<file path="src/hdl/bpm_map.svh">
/*
  Offsets, field positions, codes and timing counts of the battery
  power-mode sequencer. Assumes register indices scale by four on APB.
*/
`ifndef BPM_MAP_SVH
`define BPM_MAP_SVH
// What this block does
// - In display-only mode keep PLL running only when boost setting is 10.
// - Brownout entry leaves PLL frequency as in normal mode.
// - Clock control bit 4 selects PLL speed, bits 2:0 divide CPU clock.
// - Power returning during brownout moves to normal mode automatically.
// - From brownout firmware may request display-only or sleep mode.
// - Writing display-only request bit 6 enters display-only from normal or brownout mode.
// - Display-only requested with power present wakes again at once.
// - Display-only drives segments from stored data; two segments may blink.
// - Leaving display-only restarts CPU, resets volatile bits, RAM undefined.
// - Sleep request bit 7 without system power enters sleep.
// - Sleep keeps configuration and leaves only on power-up or wake.
// - Sleep requested with power present drops wake then wakes at once.
// - Leaving sleep restarts CPU, keeps non-volatile bits, RAM undefined.
// - Higher threshold crossed shows status 001 and only warns.
// - Lower threshold crossed switches supply to battery.
// - Status code sits in bits 2:0 of register 0xF9, read-only.
// - Status 000 good, 010 battery good core, 011 marginal, flash inhibited.
// - Core below minimum shows 101, CPU reset four crystal cycles later.
// - Lower comparator good always switches back to system supply.
// - Automatic switch to battery raises an interrupt.
// - Below lower threshold converter clocks stop, control bits unchanged.
// - System power gone forces brownout while the CPU keeps running.
// - Wake events return display-only or sleep to brownout.
`define BPM_IDX_STATUS 14'h00f9
`define BPM_IDX_CLKCTL 14'h2200
`define BPM_IDX_MODEREQ 14'h28b2
`define BPM_IDX_DISPCFG 14'h2401
`define BPM_IDX_SEGDATA 14'h2410
`define BPM_PLL_FAST_BIT 4
`define BPM_DIV_MSB 2
`define BPM_DISP_REQ_BIT 6
`define BPM_SLEEP_REQ_BIT 7
`define BPM_BOOST_MSB 7
`define BPM_BOOST_LSB 6
`define BPM_BOOST_KEEP 2'h2
`define BPM_CLKCTL_RST 8'h10
`define BPM_DISPCFG_RST 8'h00
`define BPM_VS_GOOD 3'h0
`define BPM_VS_LOW 3'h1
`define BPM_VS_BATT 3'h2
`define BPM_VS_MARG 3'h3
`define BPM_VS_BAD 3'h5
`define BPM_BADVDD_TICKS 4
`define BPM_XTAL_HZ 32768
`define BPM_BLINK_MS 500
`endif

</file>
<file path="src/hdl/bpm_pkg.sv">
/*
  Types of the battery power-mode sequencer.
  Assumes nothing of its surroundings.
*/
package bpm_pkg;
  typedef enum logic [1:0] {normal_mode, brownout_mode, display_only, sleep_mode_state}
    bpm_mode_type;
  typedef logic [2:0] bpm_status_type;
endpackage

</file>
<file path="src/hdl/bpm_sync.sv">
/*
  Two-flop synchroniser for a group of asynchronous levels.
  Assumes inputs are slow levels.
*/
module bpm_sync import bpm_pkg::*; #(
  parameter int W = 1,
  parameter logic [W-1:0] RST = '0
) (
  // Clock and reset
  input wire logic mclk,
  input wire logic reset_n,
  // Levels
  input wire logic [W-1:0] din,
  output logic [W-1:0] dout
);
  logic [W-1:0] meta_r;

  if (W < 1) begin : g_chk
    $error("bpm_sync needs W of at least one");
  end

  // Reset value matches the idle level of each input
  always_ff @(posedge mclk or negedge reset_n) begin
    if (!reset_n) begin
      meta_r <= RST;
      dout <= RST;
    end else begin
      meta_r <= din;
      dout <= meta_r;
    end
  end
endmodule // bpm_sync

</file>
<file path="src/hdl/bpm_tick_count.sv">
/*
  Counts crystal ticks while enabled; done stays high once N reached, until run falls.
  Assumes tick is a one-cycle pulse on mclk.
*/
module bpm_tick_count import bpm_pkg::*; #(
  parameter int N = 4
) (
  // Clock and reset
  input wire logic mclk,
  input wire logic reset_n,
  // Control
  input wire logic run,
  input wire logic tick,
  output logic done
);
  localparam int CW = $clog2(N + 1);
  logic [CW-1:0] cnt_r;

  if (N < 1) begin : g_chk
    $error("bpm_tick_count needs N of at least one");
  end

  always_ff @(posedge mclk or negedge reset_n) begin
    if (!reset_n) begin
      cnt_r <= '0;
      done <= 1'b0;
    end else if (!run) begin
      cnt_r <= '0;
      done <= 1'b0;
    end else if (tick && !done) begin
      cnt_r <= cnt_r + 1'b1;
      done <= (cnt_r == CW'(N - 1));
    end
  end
endmodule // bpm_tick_count

</file>
<file path="src/hdl/bpm_sequencer.sv">
/*
  Battery power-mode sequencer with APB register access.
  Assumes comparator, wake and crystal inputs are asynchronous levels;
  mclk runs at 250 MHz from reset onward.
*/
// The APB slave port was left to the implementer.
`include "bpm_map.svh"
module bpm_sequencer import bpm_pkg::*; #(
  parameter int BLINK_TICKS = `BPM_XTAL_HZ * `BPM_BLINK_MS / 1000
) (
  // Clock and reset
  input wire logic mclk,
  input wire logic reset_n,
  // APB slave
  input wire logic psel,
  input wire logic penable,
  input wire logic pwrite,
  input wire logic [15:0] paddr,
  input wire logic [31:0] pwdata,
  output logic [31:0] prdata,
  output logic pready,
  output logic pslverr,
  // Supply monitors and wake sources
  input wire logic supply_high_ok,
  input wire logic supply_low_ok,
  input wire logic core_ok,
  input wire logic core_min_ok,
  input wire logic crystal_clock,
  input wire logic wake_event,
  // Power control
  output logic [1:0] mode_out,
  output logic battery_select,
  output logic pll_enable,
  output logic pll_fast,
  output logic [2:0] cpu_clock_divider,
  output logic converter_clk_en,
  output logic flash_write_inhibit,
  output logic power_irq,
  // Processor control
  output logic cpu_reset,
  output logic cpu_wake,
  output logic volatile_reset,
  output logic external_data_ram_invalid,
  // Display
  output logic [7:0] segment_out,
  output logic [1:0] blink_out
);

  if (BLINK_TICKS < 2) begin : g_chk
    $error("BLINK_TICKS must be at least two");
  end

  logic high_s, low_s, core_s, coremin_s, xtal_s, wake_s;
  logic xtal_d_r;
  logic xtal_tick;
  bpm_mode_type mode_r, mode_nxt;
  bpm_status_type status_r, status_nxt;
  logic [7:0] clk_ctrl_r;
  logic [7:0] disp_cfg_r;
  logic [7:0] seg_r;
  logic disp_req_r, sleep_req_r;
  logic wr_en, setup;
  logic [13:0] idx;
  logic dormant, leaving, badvdd_done, blink_done;
  logic [1:0] blink_ph_r;

  // Supply flags reset high so no false fault follows reset
  bpm_sync #(.W(6), .RST(6'h3c)) u_sync (
    .mclk(mclk),
    .reset_n(reset_n),
    .din({supply_high_ok, supply_low_ok, core_ok, core_min_ok, crystal_clock, wake_event}),
    .dout({high_s, low_s, core_s, coremin_s, xtal_s, wake_s})
  );

  // Crystal edge gives the state step
  always_ff @(posedge mclk or negedge reset_n) begin
    if (!reset_n) begin
      xtal_d_r <= 1'b0;
    end else begin
      xtal_d_r <= xtal_s;
    end
  end
  assign xtal_tick = xtal_s && !xtal_d_r;

  // Power status decode
  always_comb begin
    if (high_s) begin
      status_nxt = `BPM_VS_GOOD;
    end else if (low_s) begin
      status_nxt = `BPM_VS_LOW;
    end else if (core_s) begin
      status_nxt = `BPM_VS_BATT;
    end else if (coremin_s) begin
      status_nxt = `BPM_VS_MARG;
    end else begin
      status_nxt = `BPM_VS_BAD;
    end
  end

  always_ff @(posedge mclk or negedge reset_n) begin
    if (!reset_n) begin
      status_r <= `BPM_VS_GOOD;
    end else begin
      status_r <= status_nxt;
    end
  end

  // Mode sequence
  always_comb begin
    mode_nxt = mode_r;
    if (xtal_tick) begin
      case (mode_r)
        normal_mode: begin
          if (disp_req_r) begin
            mode_nxt = display_only;
          end else if (sleep_req_r) begin
            mode_nxt = sleep_mode_state;
          end else if (!low_s) begin
            mode_nxt = brownout_mode;
          end
        end
        brownout_mode: begin
          if (low_s) begin
            mode_nxt = normal_mode;
          end else if (disp_req_r) begin
            mode_nxt = display_only;
          end else if (sleep_req_r) begin
            mode_nxt = sleep_mode_state;
          end
        end
        display_only, sleep_mode_state: begin
          if (low_s) begin
            mode_nxt = normal_mode;
          end else if (wake_s) begin
            mode_nxt = brownout_mode;
          end
        end
        default: mode_nxt = normal_mode;
      endcase
    end
  end

  always_ff @(posedge mclk or negedge reset_n) begin
    if (!reset_n) begin
      mode_r <= normal_mode;
    end else begin
      mode_r <= mode_nxt;
    end
  end

  assign dormant = (mode_r == display_only) || (mode_r == sleep_mode_state);
  assign leaving = dormant && (mode_nxt != display_only) && (mode_nxt != sleep_mode_state);

  // APB decode; zero wait, answer one cycle after setup
  assign idx = paddr[15:2];
  assign setup = psel && !penable;
  assign wr_en = psel && penable && pready && pwrite && !pslverr;

  always_ff @(posedge mclk or negedge reset_n) begin
    if (!reset_n) begin
      pready <= 1'b0;
      pslverr <= 1'b0;
      prdata <= 32'h0000_0000;
    end else begin
      pready <= setup;
      pslverr <= 1'b0;
      prdata <= 32'h0000_0000;
      if (setup) begin
        case (idx)
          `BPM_IDX_STATUS: prdata <= {29'h0, status_r};
          `BPM_IDX_CLKCTL: prdata <= {24'h0, clk_ctrl_r};
          `BPM_IDX_MODEREQ: prdata <= {24'h0, sleep_req_r, disp_req_r, 6'h0};
          `BPM_IDX_DISPCFG: prdata <= {24'h0, disp_cfg_r};
          `BPM_IDX_SEGDATA: prdata <= {24'h0, seg_r};
          default: pslverr <= 1'b1;
        endcase
      end
    end
  end

  // Volatile configuration, cleared on display-only exit
  always_ff @(posedge mclk or negedge reset_n) begin
    if (!reset_n) begin
      clk_ctrl_r <= `BPM_CLKCTL_RST;
      disp_cfg_r <= `BPM_DISPCFG_RST;
    end else if (leaving && mode_r == display_only) begin
      clk_ctrl_r <= `BPM_CLKCTL_RST;
      disp_cfg_r <= `BPM_DISPCFG_RST;
    end else if (wr_en && idx == `BPM_IDX_CLKCTL) begin
      clk_ctrl_r <= pwdata[7:0];
    end else if (wr_en && idx == `BPM_IDX_DISPCFG) begin
      disp_cfg_r <= pwdata[7:0];
    end
  end

  // Segment data survives every mode
  always_ff @(posedge mclk or negedge reset_n) begin
    if (!reset_n) begin
      seg_r <= 8'h00;
    end else if (wr_en && idx == `BPM_IDX_SEGDATA) begin
      seg_r <= pwdata[7:0];
    end
  end

  // Requests: a new write wins over the clear on entry
  always_ff @(posedge mclk or negedge reset_n) begin
    if (!reset_n) begin
      disp_req_r <= 1'b0;
      sleep_req_r <= 1'b0;
    end else begin
      if (wr_en && idx == `BPM_IDX_MODEREQ && pwdata[`BPM_DISP_REQ_BIT]) begin
        disp_req_r <= 1'b1;
      end else if (mode_nxt == display_only && mode_r != display_only) begin
        disp_req_r <= 1'b0;
      end
      if (wr_en && idx == `BPM_IDX_MODEREQ && pwdata[`BPM_SLEEP_REQ_BIT]) begin
        sleep_req_r <= 1'b1;
      end else if (mode_nxt == sleep_mode_state && mode_r != sleep_mode_state) begin
        sleep_req_r <= 1'b0;
      end
    end
  end

  // Core undervoltage reset after four crystal cycles
  bpm_tick_count #(.N(`BPM_BADVDD_TICKS)) u_badvdd (
    .mclk(mclk),
    .reset_n(reset_n),
    .run(status_r == `BPM_VS_BAD && !dormant && !sleep_req_r),
    .tick(xtal_tick),
    .done(badvdd_done)
  );

  // Blink half period in crystal ticks
  bpm_tick_count #(.N(BLINK_TICKS)) u_blink (
    .mclk(mclk),
    .reset_n(reset_n),
    .run(mode_r == display_only && !blink_done),
    .tick(xtal_tick),
    .done(blink_done)
  );

  always_ff @(posedge mclk or negedge reset_n) begin
    if (!reset_n) begin
      blink_ph_r <= 2'h0;
    end else if (mode_r != display_only) begin
      blink_ph_r <= 2'h0;
    end else if (blink_done) begin
      blink_ph_r <= ~blink_ph_r;
    end
  end

  // Registered power and processor controls
  always_ff @(posedge mclk or negedge reset_n) begin
    if (!reset_n) begin
      mode_out <= 2'h0;
      battery_select <= 1'b0;
      pll_enable <= 1'b1;
      pll_fast <= 1'b0;
      cpu_clock_divider <= 3'h0;
      converter_clk_en <= 1'b0;
      flash_write_inhibit <= 1'b0;
      power_irq <= 1'b0;
      cpu_reset <= 1'b0;
      cpu_wake <= 1'b1;
      volatile_reset <= 1'b0;
      external_data_ram_invalid <= 1'b0;
      segment_out <= 8'h00;
      blink_out <= 2'h0;
    end else begin
      mode_out <= mode_r;
      battery_select <= !low_s;
      pll_enable <= (mode_r == normal_mode) || (mode_r == brownout_mode) ||
        (mode_r == display_only &&
         disp_cfg_r[`BPM_BOOST_MSB:`BPM_BOOST_LSB] == `BPM_BOOST_KEEP);
      pll_fast <= clk_ctrl_r[`BPM_PLL_FAST_BIT];
      cpu_clock_divider <= clk_ctrl_r[`BPM_DIV_MSB:0];
      converter_clk_en <= low_s;
      flash_write_inhibit <= status_r == `BPM_VS_MARG || status_r == `BPM_VS_BAD;
      power_irq <= xtal_tick && mode_r == normal_mode &&
        mode_nxt == brownout_mode;
      cpu_reset <= dormant || badvdd_done || leaving;
      cpu_wake <= !dormant;
      volatile_reset <= leaving && mode_r == display_only;
      external_data_ram_invalid <= leaving;
      segment_out <= seg_r;
      blink_out <= disp_cfg_r[1:0] & blink_ph_r;
    end
  end

  pll_keep_a: assert property (@(posedge mclk) disable iff (!reset_n)
    mode_r == display_only && disp_cfg_r[7:6] == 2'h2 |=> pll_enable)
    else $error("PLL dropped in display-only with boost");
  pll_off_a: assert property (@(posedge mclk) disable iff (!reset_n)
    mode_r == display_only && disp_cfg_r[7:6] != 2'h2 |=> !pll_enable)
    else $error("PLL left running in display-only");
  pll_speed_a: assert property (@(posedge mclk) disable iff (!reset_n)
    mode_r == brownout_mode |=> pll_fast == $past(clk_ctrl_r[4]))
    else $error("PLL speed changed in brownout");
  auto_return_a: assert property (@(posedge mclk) disable iff (!reset_n)
    mode_r == brownout_mode && low_s && xtal_tick |=> mode_r == normal_mode)
    else $error("No return to normal mode");
  disp_enter_a: assert property (@(posedge mclk) disable iff (!reset_n)
    mode_r == brownout_mode && !low_s && disp_req_r && xtal_tick
    |=> mode_r == display_only)
    else $error("Display-only request not taken");
  quick_wake_a: assert property (@(posedge mclk) disable iff (!reset_n)
    dormant && low_s && xtal_tick |=> mode_r == normal_mode ##1 cpu_wake)
    else $error("No immediate wake with power present");
  warn_code_a: assert property (@(posedge mclk) disable iff (!reset_n)
    !high_s && low_s |=> status_r == 3'h1)
    else $error("Warning code wrong");
  batt_switch_a: assert property (@(posedge mclk) disable iff (!reset_n)
    !low_s |=> battery_select)
    else $error("Battery supply not selected");
  bad_reset_a: assert property (@(posedge mclk) disable iff (!reset_n)
    $rose(badvdd_done) |-> status_r == 3'h5 ##1 cpu_reset)
    else $error("Undervoltage reset out of place");
  batt_irq_a: assert property (@(posedge mclk) disable iff (!reset_n)
    mode_r == normal_mode ##1 mode_r == brownout_mode |-> power_irq)
    else $error("No interrupt on battery switch");
  wake_exit_a: assert property (@(posedge mclk) disable iff (!reset_n)
    dormant && !low_s && wake_s && xtal_tick
    |=> mode_r == brownout_mode && external_data_ram_invalid ##1 !external_data_ram_invalid)
    else $error("Wake event not honoured");
  sleep_enter_a: assert property (@(posedge mclk) disable iff (!reset_n)
    mode_r == brownout_mode && !low_s && !disp_req_r && sleep_req_r && xtal_tick
    |=> mode_r == sleep_mode_state)
    else $error("Sleep request not taken");
  seg_drive_a: assert property (@(posedge mclk) disable iff (!reset_n)
    mode_r == display_only |=> segment_out == $past(seg_r))
    else $error("Segment pins not driven from stored data");
  vol_clear_a: assert property (@(posedge mclk) disable iff (!reset_n)
    leaving && mode_r == display_only
    |=> clk_ctrl_r == 8'h10 && disp_cfg_r == 8'h00 && volatile_reset && cpu_reset)
    else $error("Volatile bits kept on display-only exit");
  sleep_keep_a: assert property (@(posedge mclk) disable iff (!reset_n)
    leaving && mode_r == sleep_mode_state && !wr_en
    |=> clk_ctrl_r == $past(clk_ctrl_r) && disp_cfg_r == $past(disp_cfg_r) && external_data_ram_invalid)
    else $error("Configuration lost on sleep exit");
  status_read_a: assert property (@(posedge mclk) disable iff (!reset_n)
    setup && idx == `BPM_IDX_STATUS |=> prdata == {29'h0, $past(status_r)})
    else $error("Status read wrong");
  flash_block_a: assert property (@(posedge mclk) disable iff (!reset_n)
    status_r == 3'h3 |=> flash_write_inhibit)
    else $error("Flash write not inhibited");
  conv_stop_a: assert property (@(posedge mclk) disable iff (!reset_n)
    !low_s |=> !converter_clk_en)
    else $error("Converter clock left running");
endmodule // bpm_sequencer

</file>
<file path="config.mk">
export PLATFORM = sky130hd
export DESIGN_NAME = bpm_sequencer
export DESIGN_NICKNAME = d
export VERILOG_FILES = /design/src/hdl/bpm_pkg.sv /design/src/hdl/bpm_sync.sv /design/src/hdl/bpm_tick_count.sv /design/src/hdl/bpm_sequencer.sv
export VERILOG_INCLUDE_DIRS = /design/src /design/src/hdl
export SDC_FILE = /design/constraint.sdc
export NUM_CORES = 1
export LEC_CHECK = 0
export BUFFER_PORTS_ARGS = -buffer_cell sky130_fd_sc_hd__buf_2
export CAP_MARGIN = 20
export CORE_MARGIN = 5
export CORE_UTILIZATION = 56
export DETAILED_ROUTE_END_ITERATION = 12
export PLACE_DENSITY = 0.84
export SETUP_SLACK_MARGIN = 0.02
export SLEW_MARGIN = 40
export SYNTH_ARGS = -nofsm -noshare
export SYNTH_HDL_FRONTEND = slang
export SYNTH_SLANG_ARGS = --single-unit
</file>
<file path="constraint.sdc">
create_clock -name mclk -period 5.7 [get_ports mclk]
set_clock_uncertainty 0.2 [all_clocks]
set_input_delay 1.71 -clock mclk [delete_from_list [all_inputs] [get_ports mclk]]
set_output_delay 1.71 -clock mclk [all_outputs]
set_load 0.01 [all_outputs]
</file>
==> impl_metrics.ini <==
[critical_path]
crit_slowest_cell = nor3_1
cp-end-kind = register
critical_path_class = in2reg
crit_start = paddr[7]
crit_fanout = 8
path_buf_inv = 1
critical-path-top-delay-family = simple AND/OR/NAND/NOR gates
rrSetupSlack_ns = 3.67
r2r_end = sleep_req_r$_DFFE_PN0P_
cp.required_ns = 5.74
arrival_ns = 3.56
cpPeakStageDelay_ns = 0.45
startpoint_type = input port
critical_path.cell_chain = buf_2, nor3_1, and4_1, and2_1, mux2_1
r2r_cells = 5
rr_startpoint = xtal_d_r$_DFF_PN0_

[pwr]
clockPowerShare_pct = 32.1
switchingPower_uw = 363
power_frac_seq_pct = 57.5
p_leak_uw = 0.00226
ir_drop_v = 0.000210
swShare_pct = 26.2
intPower_uw = 1020
comb_power_share_pct = 10.4
powerDensity_nw_per_um2 = 293

[die]
num_io_pins = 118
die_y_um = 97.0
fp.dieW_um = 97.0
start_util_pct = 58.1
die_area_sq_um = 9400
core-area_sq_um = 7290
row_count = 31

[route]
dr.pass1.iters = 7
ant_nets = 0
routed-via-count = 2780
drc = 0
drt_first_iter_violations = 154
post_drt_wl_per_cell_um = 14.9
finalWirelength_um = 7880
avgViaCountPerCell = 5.26

[synth]
synthXorXnorAreaFrac_pct = 3.31
seq_area_frac_synth_pct = 60.0
netlist.area_leader.share_pct = 53.2
synth_cell_types = 54
synth_fa_ha_area_share_pct = 0.886
synthSimpleGateAreaFrac_pct = 17.3
synthArstFlopShare_pct = 100
netlist_area_sq_um = 4240
synth_compound_area_share_pct = 5.55
synthMuxAreaShare_pct = 5.67
netlist_instances = 358
synth-seq-cells = 101
synth-edff-count = 0
synth_top_area_cell = dfrtp_1
ys_top_cells_by_area = dfrtp_1 53%, dfstp_2 6.8%, buf_4 4.8%, nor2_1 4.3%, mux2i_1 3.5%
synth_common_cells = 90 x dfrtp_1, 48 x nor2_1, 27 x buf_4, 16 x nand2_1, 15 x mux2i_1
syn_avg_cell_area_sq_um = 11.8
synth_top_family_by_area = simple AND/OR/NAND/NOR gates
yosys.cell_count.top_type = dfrtp_1
ys.warnings.count = 0
synth_top_flop_cell = dfrtp_1

[cts]
cts.sinks = 101
htreeDepth = 3
insertion_delay_ns = 0.36
cts_buffers = 9
clock_path_buffers = 2
cts_root_buffer = clkbuf_8
cts_tree = built
cts_hold_buf = 0
postCtsResizedCells = 0
post-cts-setup-buffers = 0
path_clk_slew_ns = 0.09

[sta]
timing.slew.headroom_pct = 44.1
fin_crit_sh_pct = 61.7
final-setup-viol-count = 0
fin_tns_setup_ns = 0
worst_slew_pin_slew_ns = 0.832
grt_setup_unrepaired = false
drv_slew = 0
setup_ws_ns = 2.18
finalHoldViolCount = 0
period_minus_slack_ns = 3.52
max_freq_mhz = 284

[run]
max_cap_viol_count = 0

[place]
dpl.hpwl_um = 5720
post-place-ws_ns = 1.78
io_buffers = 67
place_congestion = 0.815

[grt]
grt_max_degree = 71
grt_antenna_before_repair = 0
grt.total_usage_pct = 17.2
overflow = 0
grt_pass1_wl_um = 13100
grt_pass1_vias = 2810

[layout]
syn2layout_area_growth_pct = 11.8
n_antenna_cell = 0
fin_nets = 487
drive_above_1_share_pct = 24.9

[worst_hold_path]
hp-start = u_sync.meta_r[1]$_DFF_PN0_
worstHoldPathType = reg2reg
holdPathEnd = u_sync.dout[1]$_DFF_PN0_
hold_depth = 0

[status]
status = finished clean
per-layer routing:
layer	wire, um	up-vias	global-route usage, %
met5	0	-	0
li1	-	1314	-
met2	3880	95	28.2
met3	533	14	4.32
met1	3310	1357	21.3
met4	157	0	8.21
registers in the layout (all words and copies together), names as in the netlist, 2 cells and up:
name / cells
seg_r: 8
prdata: 8
segment_out: 8
blink_ph_r: 2
u_blink.cnt_r: 15
clk_ctrl_r: 8
status_r: 3
blink_out: 2
mode_out: 2
mode_r: 2
u_badvdd.cnt_r: 3
disp_cfg_r: 8
cpu_clock_divider: 3
u_sync.meta_r: 6
u_sync.dout: 6
layout by cell type, fill, tap and decap left out, drive strengths merged, types with 2 or more instances in the layout:
master / netlist / routed
dfrtp: 90 / 90
buf: 30 / 68
nor2: 50 / 50
conb: 1 / 24
nand2: 16 / 16
mux2i: 15 / 15
inv: 11 / 13
xnor2: 12 / 12
dfstp: 11 / 11
nand3: 10 / 10
a21oi: 10 / 10
clkbuf: 5 / 9
mux2: 8 / 8
nor3: 8 / 8
a222oi: 6 / 6
o21ai: 6 / 6
nor4b: 6 / 6
or3: 5 / 5
nor2b: 5 / 5
and2: 5 / 5
nor4: 4 / 4
xor2: 4 / 4
and4: 4 / 4
or2: 4 / 4
nand2b: 3 / 3
and3: 3 / 3
ha: 3 / 3
nor4bb: 2 / 2
nor3b: 2 / 2
and3b: 2 / 2
a221oi: 2 / 2
nand4: 2 / 2
a211oi: 2 / 2
clkinv: 0 / 2
clkinvlp: 0 / 2
cell type report:
cell class / instances / area, sq um
flip-flops and latches: 101 / 2540
clock buffers: 9 / 124
clock inverters: 7 / 72.6
inverters: 11 / 41.3
fillers: 582 / 2560
repair buffers: 68 / 349
multi-input cells: 234 / 1480
well taps: 99 / 124
worst max path at each step:
stage / end / slack (ns) / cells after the start
global route: seg_r[2]$_DFFE_PN0P_ / 2.05 / 5
floorplan: disp_cfg_r[6]$_DFFE_PN0P_ / 2.32 / 6
global placement: seg_r[3]$_DFFE_PN0P_ / 1.86 / 5
finish: seg_r[2]$_DFFE_PN0P_ / 2.18 / 5
detailed placement: seg_r[2]$_DFFE_PN0P_ / 1.78 / 5
CTS: seg_r[2]$_DFFE_PN0P_ / 2.18 / 5
through the flow:
step | power, uW | std cells | util [%] | area [sq um] | hold WS [ns]
floorplan | 896 | 381 | - | 4320 | 0.131
global placement | 950 | 513 | 62.1 | 4530 | 0.134
detailed placement | 957 | 513 | 62.2 | 4540 | 0.135
CTS | 1400 | 529 | 64.9 | 4730 | 0.155
global route | 1460 | 529 | 64.9 | 4740 | 0.166
finish | 1390 | 529 | 64.9 | 4740 | 0.153
cells by family after synthesis:
group	Yosys count
AOI/OAI and AO/OA	33
xor gates and xnor gates	16
adders and majority gates	3
buffers and inverters	46
DFF	101
muxes	23
other	1
and+or+nand+nor	135
power groups by stage:
stage	Combinational, uW	Sequential, uW	Clock [uW]
global route	162	804	491
global placement	140	810	0
finish	144	798	445
floorplan	83.9	812	0
detailed placement	146	812	0
CTS	146	798	456
(Power assumes the default switching activity.)
